**src/slc_pkg.sv**
```systemverilog
// Constants and types for the safety output and lockout controller
package slc_pkg;

  // ---------------------------------------------------------------
  // Register map
  // ---------------------------------------------------------------
  localparam logic [7:0] SLC_ADDR_CTRL       = 8'h00;
  localparam logic [7:0] SLC_ADDR_STATUS     = 8'h04;
  localparam logic [7:0] SLC_ADDR_IRQ_STATUS = 8'h08;
  localparam logic [7:0] SLC_ADDR_IRQ_ENABLE = 8'h0C;
  localparam logic [7:0] SLC_ADDR_IRQ_CLEAR  = 8'h10;

  localparam logic [2:0] SLC_IDX_CTRL       = 3'h0;
  localparam logic [2:0] SLC_IDX_STATUS     = 3'h1;
  localparam logic [2:0] SLC_IDX_IRQ_STATUS = 3'h2;
  localparam logic [2:0] SLC_IDX_IRQ_ENABLE = 3'h3;
  localparam logic [2:0] SLC_IDX_IRQ_CLEAR  = 3'h4;
  localparam logic [2:0] SLC_IDX_NONE       = 3'h7;

  // ---------------------------------------------------------------
  // Field positions
  // ---------------------------------------------------------------
  localparam int SLC_CTRL_RELEASE_BIT = 0;
  localparam int SLC_STS_STATE_LSB    = 0;
  localparam int SLC_STS_FSO_LSB      = 2;
  localparam int SLC_STS_LRO_BIT      = 4;
  localparam int SLC_STS_TRIP_A_BIT   = 5;
  localparam int SLC_STS_TRIP_B_BIT   = 6;
  localparam int SLC_STS_CAUSE_LSB    = 8;

  localparam int SLC_NUM_CAUSE        = 5;
  localparam int SLC_NUM_EV           = 6;
  localparam int SLC_EV_FSO_WELD      = 0;
  localparam int SLC_EV_PRIMARY_WELD  = 1;
  localparam int SLC_EV_CHAN_DIFF     = 2;
  localparam int SLC_EV_EXT_LOCKOUT   = 3;
  localparam int SLC_EV_MODE_MISMATCH = 4;
  localparam int SLC_EV_TRIP          = 5;

  // ---------------------------------------------------------------
  // Reset values and bus answers
  // ---------------------------------------------------------------
  localparam logic [5:0]  SLC_IRQ_RESET   = 6'h00;
  localparam logic [31:0] SLC_DATA_RESET  = 32'h0000_0000;
  localparam logic        SLC_TRIP_RESET  = 1'h1;
  localparam logic [1:0]  SLC_RESP_OKAY   = 2'h0;
  localparam logic [1:0]  SLC_RESP_SLVERR = 2'h2;

  // ---------------------------------------------------------------
  // Timing
  // ---------------------------------------------------------------
  localparam int SLC_CLK_HZ          = 200_000_000;
  localparam int SLC_RESPONSE_MS     = 100;
  localparam int SLC_RESPONSE_CYCLES = SLC_RESPONSE_MS * (SLC_CLK_HZ / 1000);
  localparam int SLC_CNT_W           = 25;

  typedef enum logic [1:0] {
    SLC_LOCKED = 2'h1,
    SLC_RUN    = 2'h2
  } slc_state_type;

endpackage

```
**src/slc_trip_eval.sv**
```systemverilog
// One redundant channel of the final switch trip evaluation
`timescale 1ns/1ps
module slc_trip_eval
  import slc_pkg::*;
(
  // Clock and reset
  input  wire logic aclk,
  input  wire logic aresetn,
  // Sensor conditions
  input  wire logic beam_interrupted,
  input  wire logic sensor_fault,
  input  wire logic ambient_excess,
  input  wire logic cable_fault,
  input  wire logic forced_output_off_input,
  input  wire logic muting,
  // Result
  output logic      trip_q
);

  logic trip_d;

  always_comb begin
    trip_d = forced_output_off_input;
    if (!muting) begin
      trip_d = trip_d | beam_interrupted;
      trip_d = trip_d | sensor_fault;
      trip_d = trip_d | ambient_excess;
      trip_d = trip_d | cable_fault;
    end
  end

  always_ff @(posedge aclk) begin
    if (!aresetn) begin
      trip_q <= SLC_TRIP_RESET;
    end else begin
      trip_q <= trip_d;
    end
  end

endmodule

```
**src/slc_relay_monitor.sv**
```systemverilog
// Watches two relays for feedback that disagrees with the command
`timescale 1ns/1ps
module slc_relay_monitor
  import slc_pkg::*;
#(
  parameter int LIMIT = SLC_RESPONSE_CYCLES
)(
  // Clock and reset
  input  wire logic       aclk,
  input  wire logic       aresetn,
  // Command and feedback
  input  wire logic [1:0] expect_closed,
  input  wire logic [1:0] seen_closed,
  // Findings
  output logic            stuck_closed_q,
  output logic            stuck_open_q
);

  localparam logic [SLC_CNT_W-1:0] LIM = SLC_CNT_W'(LIMIT);

  logic [SLC_CNT_W-1:0] cnt_q [2];
  logic [SLC_CNT_W-1:0] cnt_d [2];
  logic                 stuck_closed_d;
  logic                 stuck_open_d;

  // Disagreement must outlast the relay response bound
  always_comb begin
    stuck_closed_d = 1'b0;
    stuck_open_d   = 1'b0;
    for (int i = 0; i < 2; i++) begin
      cnt_d[i] = '0;
      if (expect_closed[i] != seen_closed[i]) begin
        cnt_d[i] = cnt_q[i];
        if (cnt_q[i] != LIM) begin
          cnt_d[i] = cnt_q[i] + 1'b1;
        end else begin
          stuck_closed_d = stuck_closed_d | seen_closed[i];
          stuck_open_d   = stuck_open_d | ~seen_closed[i];
        end
      end
    end
  end

  always_ff @(posedge aclk) begin
    if (!aresetn) begin
      for (int i = 0; i < 2; i++) begin
        cnt_q[i] <= '0;
      end
      stuck_closed_q <= 1'b0;
      stuck_open_q   <= 1'b0;
    end else begin
      for (int i = 0; i < 2; i++) begin
        cnt_q[i] <= cnt_d[i];
      end
      stuck_closed_q <= stuck_closed_d;
      stuck_open_q   <= stuck_open_d;
    end
  end

endmodule

```
**src/slc_top.sv**
```systemverilog
// Safety light curtain output and lockout controller with AXI4-Lite registers
//
// What this block does
// - Beam interruption opens outputs unless muted
// - Sensor failure opens outputs unless muted
// - Excess ambient light opens outputs unless muted
// - Cable break or short opens outputs unless muted
// - Forced-off input opens outputs even muted
// - Two final switch outputs, opened on trips
// - Lockout output open at power-up
// - Final switch relay weld opens lockout
// - Primary relay weld opens lockout
// - Dual channel disagreement opens lockout
// - Open external lockout input opens lockout
// - Primary contact mode mismatch opens lockout
// - Lockout opens secondary relay circuit
// - Relay actions compared, inconsistencies reported
// - Muting input suppresses sensor trips
`timescale 1ns/1ps
module slc_top
  import slc_pkg::*;
#(
  parameter int RESPONSE_CYCLES = SLC_RESPONSE_CYCLES
)(
  // Clock and reset
  input  wire logic        aclk,
  input  wire logic        aresetn,
  // AXI4-Lite write address
  input  wire logic [7:0]  s_axi_awaddr,
  input  wire logic        s_axi_awvalid,
  output logic             s_axi_awready,
  // AXI4-Lite write data
  input  wire logic [31:0] s_axi_wdata,
  input  wire logic [3:0]  s_axi_wstrb,
  input  wire logic        s_axi_wvalid,
  output logic             s_axi_wready,
  // AXI4-Lite write response
  output logic [1:0]       s_axi_bresp,
  output logic             s_axi_bvalid,
  input  wire logic        s_axi_bready,
  // AXI4-Lite read address
  input  wire logic [7:0]  s_axi_araddr,
  input  wire logic        s_axi_arvalid,
  output logic             s_axi_arready,
  // AXI4-Lite read data
  output logic [31:0]      s_axi_rdata,
  output logic [1:0]       s_axi_rresp,
  output logic             s_axi_rvalid,
  input  wire logic        s_axi_rready,
  // Sensor conditions, channel A
  input  wire logic        beam_interrupted_a,
  input  wire logic        sensor_fault_a,
  input  wire logic        ambient_excess_a,
  input  wire logic        cable_fault_a,
  // Sensor conditions, channel B
  input  wire logic        beam_interrupted_b,
  input  wire logic        sensor_fault_b,
  input  wire logic        ambient_excess_b,
  input  wire logic        cable_fault_b,
  // Overrides
  input  wire logic        forced_output_off_input,
  input  wire logic        muting_input,
  // Lockout inputs
  input  wire logic        ext_lockout_closed,
  input  wire logic        lockout_release_input,
  input  wire logic        primary_mode_nc,
  // Relay feedback
  input  wire logic [1:0]  final_switch_fb,
  input  wire logic [1:0]  primary_machine_relays_fb,
  // Relay drives and interrupt
  output logic [1:0]       final_switch_outputs,
  output logic             lockout_relay_output,
  output logic             irq
);

  // ---------------------------------------------------------------
  // Declarations
  // ---------------------------------------------------------------
  slc_state_type        state_q;
  slc_state_type        state_d;
  logic [1:0]           fso_q;
  logic [1:0]           fso_d;
  logic                 lro_q;
  logic                 lro_d;
  logic                 release_prev_q;
  logic                 release_prev_d;
  logic                 release_evt;
  logic                 trip_a;
  logic                 trip_b;
  logic                 fso_stuck_closed;
  logic                 fso_stuck_open;
  logic                 pri_stuck_closed;
  logic                 pri_stuck_open;
  logic [1:0]           pri_seen_closed;
  logic [SLC_NUM_CAUSE-1:0] cause;
  logic                 cause_any;
  logic [SLC_NUM_EV-1:0] ev;
  logic [SLC_NUM_EV-1:0] irq_status_q;
  logic [SLC_NUM_EV-1:0] irq_status_d;
  logic [SLC_NUM_EV-1:0] irq_enable_q;
  logic [SLC_NUM_EV-1:0] irq_enable_d;
  logic [SLC_NUM_EV-1:0] irq_clear;
  logic                 irq_q;
  logic                 irq_d;
  logic                 sw_release;
  logic                 awready_q;
  logic                 awready_d;
  logic                 wready_q;
  logic                 wready_d;
  logic                 aw_got_q;
  logic                 aw_got_d;
  logic                 w_got_q;
  logic                 w_got_d;
  logic [7:0]           awaddr_q;
  logic [7:0]           awaddr_d;
  logic [31:0]          wdata_q;
  logic [31:0]          wdata_d;
  logic [3:0]           wstrb_q;
  logic [3:0]           wstrb_d;
  logic                 bvalid_q;
  logic                 bvalid_d;
  logic [1:0]           bresp_q;
  logic [1:0]           bresp_d;
  logic                 arready_q;
  logic                 arready_d;
  logic                 rvalid_q;
  logic                 rvalid_d;
  logic [31:0]          rdata_q;
  logic [31:0]          rdata_d;
  logic [1:0]           rresp_q;
  logic [1:0]           rresp_d;
  logic                 wr_do;
  logic [2:0]           wr_idx;

  // ---------------------------------------------------------------
  // Address decode
  // ---------------------------------------------------------------
  function automatic logic [2:0] reg_index(input logic [7:0] addr);
    logic [2:0] idx;
    idx = SLC_IDX_NONE;
    case (addr)
      SLC_ADDR_CTRL:       idx = SLC_IDX_CTRL;
      SLC_ADDR_STATUS:     idx = SLC_IDX_STATUS;
      SLC_ADDR_IRQ_STATUS: idx = SLC_IDX_IRQ_STATUS;
      SLC_ADDR_IRQ_ENABLE: idx = SLC_IDX_IRQ_ENABLE;
      SLC_ADDR_IRQ_CLEAR:  idx = SLC_IDX_IRQ_CLEAR;
      default:             idx = SLC_IDX_NONE;
    endcase
    return idx;
  endfunction

  // ---------------------------------------------------------------
  // Redundant trip channels
  // ---------------------------------------------------------------
  slc_trip_eval u_chan_a (
    .aclk                    (aclk),
    .aresetn                 (aresetn),
    .beam_interrupted        (beam_interrupted_a),
    .sensor_fault            (sensor_fault_a),
    .ambient_excess          (ambient_excess_a),
    .cable_fault             (cable_fault_a),
    .forced_output_off_input (forced_output_off_input),
    .muting                  (muting_input),
    .trip_q                  (trip_a)
  );

  slc_trip_eval u_chan_b (
    .aclk                    (aclk),
    .aresetn                 (aresetn),
    .beam_interrupted        (beam_interrupted_b),
    .sensor_fault            (sensor_fault_b),
    .ambient_excess          (ambient_excess_b),
    .cable_fault             (cable_fault_b),
    .forced_output_off_input (forced_output_off_input),
    .muting                  (muting_input),
    .trip_q                  (trip_b)
  );

  // ---------------------------------------------------------------
  // Relay monitors
  // ---------------------------------------------------------------
  assign pri_seen_closed = primary_machine_relays_fb ^ {2{primary_mode_nc}};

  slc_relay_monitor #(.LIMIT(RESPONSE_CYCLES)) u_fso_mon (
    .aclk           (aclk),
    .aresetn        (aresetn),
    .expect_closed  (fso_q),
    .seen_closed    (final_switch_fb),
    .stuck_closed_q (fso_stuck_closed),
    .stuck_open_q   (fso_stuck_open)
  );

  slc_relay_monitor #(.LIMIT(RESPONSE_CYCLES)) u_pri_mon (
    .aclk           (aclk),
    .aresetn        (aresetn),
    .expect_closed  (fso_q),
    .seen_closed    (pri_seen_closed),
    .stuck_closed_q (pri_stuck_closed),
    .stuck_open_q   (pri_stuck_open)
  );

  // ---------------------------------------------------------------
  // Lockout causes and state
  // ---------------------------------------------------------------
  always_comb begin
    cause = '0;
    cause[SLC_EV_FSO_WELD]      = fso_stuck_closed | fso_stuck_open;
    cause[SLC_EV_PRIMARY_WELD]  = pri_stuck_closed;
    cause[SLC_EV_CHAN_DIFF]     = trip_a ^ trip_b;
    cause[SLC_EV_EXT_LOCKOUT]   = ~ext_lockout_closed;
    cause[SLC_EV_MODE_MISMATCH] = pri_stuck_open;
    cause_any   = |cause;
    release_evt = (lockout_release_input & ~release_prev_q) | sw_release;
  end

  always_comb begin
    state_d        = state_q;
    release_prev_d = lockout_release_input;
    case (state_q)
      SLC_LOCKED: begin
        if (release_evt && !cause_any) begin
          state_d = SLC_RUN;
        end
      end
      SLC_RUN: begin
        if (cause_any) begin
          state_d = SLC_LOCKED;
        end
      end
      default: state_d = SLC_LOCKED;
    endcase
    lro_d = (state_d == SLC_RUN);
    fso_d = {2{(state_d == SLC_RUN) & ~trip_a & ~trip_b}};
  end

  always_ff @(posedge aclk) begin
    if (!aresetn) begin
      state_q        <= SLC_LOCKED;
      lro_q          <= 1'b0;
      fso_q          <= 2'h0;
      release_prev_q <= 1'b1;
    end else begin
      state_q        <= state_d;
      lro_q          <= lro_d;
      fso_q          <= fso_d;
      release_prev_q <= release_prev_d;
    end
  end

  // ---------------------------------------------------------------
  // Interrupt registers
  // ---------------------------------------------------------------
  always_comb begin
    ev = {fso_q[0] & ~fso_d[0], cause};
    irq_clear  = '0;
    sw_release = 1'b0;
    irq_enable_d = irq_enable_q;
    if (wr_do && wstrb_q[0]) begin
      case (wr_idx)
        SLC_IDX_CTRL:       sw_release = wdata_q[SLC_CTRL_RELEASE_BIT];
        SLC_IDX_IRQ_ENABLE: irq_enable_d = wdata_q[SLC_NUM_EV-1:0];
        SLC_IDX_IRQ_CLEAR:  irq_clear = wdata_q[SLC_NUM_EV-1:0];
        default:            irq_clear = '0;
      endcase
    end
    irq_status_d = (irq_status_q & ~irq_clear) | ev;
    irq_d = |(irq_status_d & irq_enable_d);
  end

  always_ff @(posedge aclk) begin
    if (!aresetn) begin
      irq_status_q <= SLC_IRQ_RESET;
      irq_enable_q <= SLC_IRQ_RESET;
      irq_q        <= 1'b0;
    end else begin
      irq_status_q <= irq_status_d;
      irq_enable_q <= irq_enable_d;
      irq_q        <= irq_d;
    end
  end

  // ---------------------------------------------------------------
  // Write channel
  // ---------------------------------------------------------------
  assign wr_do  = aw_got_q & w_got_q & ~bvalid_q;
  assign wr_idx = reg_index(awaddr_q);

  always_comb begin
    awready_d = awready_q;
    wready_d  = wready_q;
    aw_got_d  = aw_got_q;
    w_got_d   = w_got_q;
    awaddr_d  = awaddr_q;
    wdata_d   = wdata_q;
    wstrb_d   = wstrb_q;
    bvalid_d  = bvalid_q;
    bresp_d   = bresp_q;
    if (s_axi_awvalid && awready_q) begin
      awready_d = 1'b0;
      aw_got_d  = 1'b1;
      awaddr_d  = s_axi_awaddr;
    end
    if (s_axi_wvalid && wready_q) begin
      wready_d = 1'b0;
      w_got_d  = 1'b1;
      wdata_d  = s_axi_wdata;
      wstrb_d  = s_axi_wstrb;
    end
    if (wr_do) begin
      aw_got_d = 1'b0;
      w_got_d  = 1'b0;
      bvalid_d = 1'b1;
      bresp_d  = (wr_idx == SLC_IDX_NONE) ? SLC_RESP_SLVERR : SLC_RESP_OKAY;
    end
    if (bvalid_q && s_axi_bready) begin
      bvalid_d  = 1'b0;
      awready_d = 1'b1;
      wready_d  = 1'b1;
    end
  end

  always_ff @(posedge aclk) begin
    if (!aresetn) begin
      awready_q <= 1'b1;
      wready_q  <= 1'b1;
      aw_got_q  <= 1'b0;
      w_got_q   <= 1'b0;
      awaddr_q  <= 8'h00;
      wdata_q   <= SLC_DATA_RESET;
      wstrb_q   <= 4'h0;
      bvalid_q  <= 1'b0;
      bresp_q   <= SLC_RESP_OKAY;
    end else begin
      awready_q <= awready_d;
      wready_q  <= wready_d;
      aw_got_q  <= aw_got_d;
      w_got_q   <= w_got_d;
      awaddr_q  <= awaddr_d;
      wdata_q   <= wdata_d;
      wstrb_q   <= wstrb_d;
      bvalid_q  <= bvalid_d;
      bresp_q   <= bresp_d;
    end
  end

  // ---------------------------------------------------------------
  // Read channel
  // ---------------------------------------------------------------
  always_comb begin
    arready_d = arready_q;
    rvalid_d  = rvalid_q;
    rdata_d   = rdata_q;
    rresp_d   = rresp_q;
    if (s_axi_arvalid && arready_q) begin
      arready_d = 1'b0;
      rvalid_d  = 1'b1;
      rdata_d   = SLC_DATA_RESET;
      rresp_d   = SLC_RESP_OKAY;
      case (reg_index(s_axi_araddr))
        SLC_IDX_STATUS: begin
          rdata_d[SLC_STS_STATE_LSB +: 2] = state_q;
          rdata_d[SLC_STS_FSO_LSB +: 2]   = fso_q;
          rdata_d[SLC_STS_LRO_BIT]        = lro_q;
          rdata_d[SLC_STS_TRIP_A_BIT]     = trip_a;
          rdata_d[SLC_STS_TRIP_B_BIT]     = trip_b;
          rdata_d[SLC_STS_CAUSE_LSB +: SLC_NUM_CAUSE] = cause;
        end
        SLC_IDX_IRQ_STATUS: rdata_d[SLC_NUM_EV-1:0] = irq_status_q;
        SLC_IDX_IRQ_ENABLE: rdata_d[SLC_NUM_EV-1:0] = irq_enable_q;
        SLC_IDX_CTRL:       rdata_d = SLC_DATA_RESET;
        SLC_IDX_IRQ_CLEAR:  rdata_d = SLC_DATA_RESET;
        default:            rresp_d = SLC_RESP_SLVERR;
      endcase
    end
    if (rvalid_q && s_axi_rready) begin
      rvalid_d  = 1'b0;
      arready_d = 1'b1;
    end
  end

  always_ff @(posedge aclk) begin
    if (!aresetn) begin
      arready_q <= 1'b1;
      rvalid_q  <= 1'b0;
      rdata_q   <= SLC_DATA_RESET;
      rresp_q   <= SLC_RESP_OKAY;
    end else begin
      arready_q <= arready_d;
      rvalid_q  <= rvalid_d;
      rdata_q   <= rdata_d;
      rresp_q   <= rresp_d;
    end
  end

  // ---------------------------------------------------------------
  // Outputs
  // ---------------------------------------------------------------
  assign s_axi_awready        = awready_q;
  assign s_axi_wready         = wready_q;
  assign s_axi_bvalid         = bvalid_q;
  assign s_axi_bresp          = bresp_q;
  assign s_axi_arready        = arready_q;
  assign s_axi_rvalid         = rvalid_q;
  assign s_axi_rdata          = rdata_q;
  assign s_axi_rresp          = rresp_q;
  assign final_switch_outputs = fso_q;
  assign lockout_relay_output = lro_q;
  assign irq                  = irq_q;

endmodule

```
**config.mk**
```make
export PLATFORM = sky130hd
export DESIGN_NAME = slc_top
export DESIGN_NICKNAME = d
export VERILOG_FILES = /design/src/slc_pkg.sv /design/src/slc_trip_eval.sv /design/src/slc_relay_monitor.sv /design/src/slc_top.sv
export SDC_FILE = /design/constraint.sdc
export NUM_CORES = 1
export LEC_CHECK = 0
export BUFFER_PORTS_ARGS = -buffer_cell sky130_fd_sc_hd__buf_2
export CAP_MARGIN = 20
export CELL_PAD_IN_SITES_DETAIL_PLACEMENT = 1
export CELL_PAD_IN_SITES_GLOBAL_PLACEMENT = 1
export CORE_MARGIN = 5
export CORE_UTILIZATION = 43
export CTS_BUF_LIST = sky130_fd_sc_hd__clkbuf_16
export DETAILED_ROUTE_END_ITERATION = 10
export HOLD_SLACK_MARGIN = 0.12
export PLACE_DENSITY = 0.81
export SYNTH_ARGS = -nofsm -noshare
export SYNTH_HDL_FRONTEND = slang
export SYNTH_HIERARCHICAL = 1
export SYNTH_SLANG_ARGS = --single-unit
export TNS_END_PERCENT = 50
```
**constraint.sdc**
```tcl
create_clock -name aclk -period 2.87 [get_ports aclk]
set_input_delay 0.574 -clock aclk [delete_from_list [all_inputs] [get_ports aclk]]
set_output_delay 0.574 -clock aclk [all_outputs]
set_load 0.05 [all_outputs]
```
==> metrics.yaml <==
rsz0062_at_grt: "no"
fin_crit_ps: 2520
synth_fa_ha_area_frac: 0.0169
design_area_sq_um: 8450
final.period_utilization: 0.878
synth_top_family_by_area: "simple AND/OR/NAND/NOR gates"
yosys.area_share.simple: 0.285
synthDistinctLibCells: 65
clk_latency_ps: 430
wl_per_cell_um: 15.8
synth-seq-area-share: 0.432
cts_made_buffers: 17
grt_pass1_vias: 6465
final_hold_viol_count: 0
overflow: 0
routabilityCongestion: 0.753
initialDrtViolationCount: 249
yosysWarnings: 6
synth_xor_area_frac: 0.107
ys_seq_elements: 160
htree_levels: 4
drt-total-wl_um: 18000
drc: 0
finalClockSkew_ps: 8.07
hold_start: "s_axi_rready"
startpoint: "awaddr_q[1]$_SDFFE_PN0P_"
setup_violations: 0
cts_resized: 0
synth_edf_count: 0
cp-end-kind: "flop"
worstPathArrival_ps: 2840
synth_compound_area_frac: 0.0825
outcome: "finished, final reports clean"
critPathLaunchType: "flop"
finalSetupTns_ps: 0
clockBufferDepth: 2
die_h_um: 141
cts_hold_buf: 0
syn2layout_area_growth_pct: 14.0
tightest_slew_ps: 826
peakVddDrop_uv: 448
final_common_cell: "dfxtp_1"
worst_slack_ps: 350
die_x_um: 141
slew-limit-headroom: 0.448
max_cap_violations: 0
power.density_nw_per_um2: 566
hpwlAfterDp_um: 12800
rr_startpoint: "awaddr_q[1]$_SDFFE_PN0P_"
rows: 48
antenna_cells: 0
power.leakage_nw: 3.22
grt_pass1_wl_um: 31000
io_pins: 121
core_area_sq_um: 17100
cts_tree: "built"
clkSinkCount: 160
synthMuxAreaShare: 0.0241
cts_root_buf: "clkbuf_16"
netlist_area_sq_um: 7410
final_cell_mix: "dfxtp_1 (160), nor2_1 (130), nand3_1 (69), buf_2 (69), xor2_1 (67)"
antenna_found_initial: 0
grt_max_degree: 35
async_reset_ff_frac: 0
required_ps: 3190
numPortBuffers: 69
drive_gt1_frac: 0.162
post_cts.repair.setup_buffers: 0
worst-path-max-fanout: 6
clk_pin_slew_ps: 60
dieArea_sq_um: 20000
drtPass1Iterations: 4
initial_core_util: 0.433
fin_nets: 989
synth_flop_cell: "dfxtp_1"
maxSlewViolCount: 0
grtUsageTotal: 0.187
hp-class: "primary input to flop"
dpl-instance-area_sq_um: 7910
syn_area_per_cell_sq_um: 8.90
vias: 6124
max_freq_mhz: 397
routed_via_density: 5.37
path_class: "flop to flop"
ant_nets: 0
netlist_instances: 833
place_ws_ps: 297
cell type report:
class,instances,area [sq um]
clock buffers,17,425
well taps,225,282
repair buffers,79,420
clock inverters,15,119
multi-input cells,620,3910
flip-flops and latches,160,3200
inverters,25,93.8
fillers,2038,8660
through the flow:
step | instances | total power, W | utilization | hold slack [ps]
2_1_floorplan | 854 | 0.00262 | - | 436
3_3_place_gp | 1109 | 0.00269 | 0.462 | 446
3_5_place_dp | 1109 | 0.00270 | 0.462 | 457
4_1_cts | 1141 | 0.00484 | 0.494 | 373
5_1_grt | 1141 | 0.00497 | 0.494 | 388
6_report | 1141 | 0.00478 | 0.494 | 389
registers in the layout, indices dropped and copies added (netlist names), 2 cells and up:
signal and cells:
awaddr_q 8, wdata_q 6, u_pri_mon/cnt_q 50, irq_enable_q 6, s_axi_rdata 12, state_q 2
irq_status_q 6, u_fso_mon/cnt_q 50
logic make-up after synthesis:
kind of cell             after synthesis
AO/OA/AOI/OAI                         93
XOR/XNOR                              91
adder cells (fa/ha/maj)               10
buffers and inverters                 74
flip-flops                           160
multiplexers                          17
other                                  1
AND/OR/NAND/NOR                      387
metal layers:
| metal | track usage | routed length, um |
|---|---|---|
| met4 | 0.0643 | 297 |
| met5 | 0 | 0 |
| met1 | 0.234 | 8220 |
| met3 | 0.0364 | 592 |
| met2 | 0.322 | 8930 |
worst max-delay path: stages, from the launching register on:
cell	delay, ps
dfxtp_1	320
or4_4	560
or4_1	740
mux2i_1	290
o32a_1	200
nand4_1	110
a22o_1	200
synth_stat cells (4+ instances only):
library cell	count	area [sq um]
a21boi_0	4	30.0
a21oi_1	31	155
a22oi_1	12	90.1
a2bb2oi_1	5	43.8
and2_1	6	37.5
and3_1	10	62.6
and3b_1	5	43.8
and4_1	10	87.6
buf_4	23	173
clkbuf_1	21	78.8
dfxtp_1	160	3200
ha_1	10	125
inv_1	24	90.1
mux2_2	7	78.8
mux2i_1	10	100
nand2_1	45	169
nand2b_1	4	25.0
nand3_1	69	345
nand4_1	23	144
nor2_1	130	488
nor3_1	11	55.1
nor3b_1	7	52.6
nor4_1	6	37.5
nor4_2	7	87.6
nor4b_1	6	52.6
o21a_1	7	52.6
o21ai_0	8	40.0
o21ai_1	4	20.0
o31ai_1	6	45.0
or4_1	8	60.1
or4_4	4	45.0
xnor2_1	24	210
xor2_1	67	587
path summary, 6_finish.rpt:
| check | end | slack [ps] | cells past startpoint |
|---|---|---|---|
| hold / removal | s_axi_arready$_SDFFE_PP1P_ | 390 | 2 |
| hold reg to reg | awaddr_q[6]$_SDFFE_PN0P_ | 470 | 2 |
| setup reg to reg | irq$_SDFF_PN0_ | 350 | 6 |
| setup / recovery | irq$_SDFF_PN0_ | 350 | 6 |
power by group:
part           leakage [nW]  internal, W  switching [W]  total (W)
logic                  1.65     0.000112       0.000243   0.000355
clock network         0.272      0.00119       0.000944    0.00213
registers              1.30      0.00226      0.0000407    0.00230
total                  3.22      0.00356        0.00123    0.00478
Power figures use the tool's default switching activity.
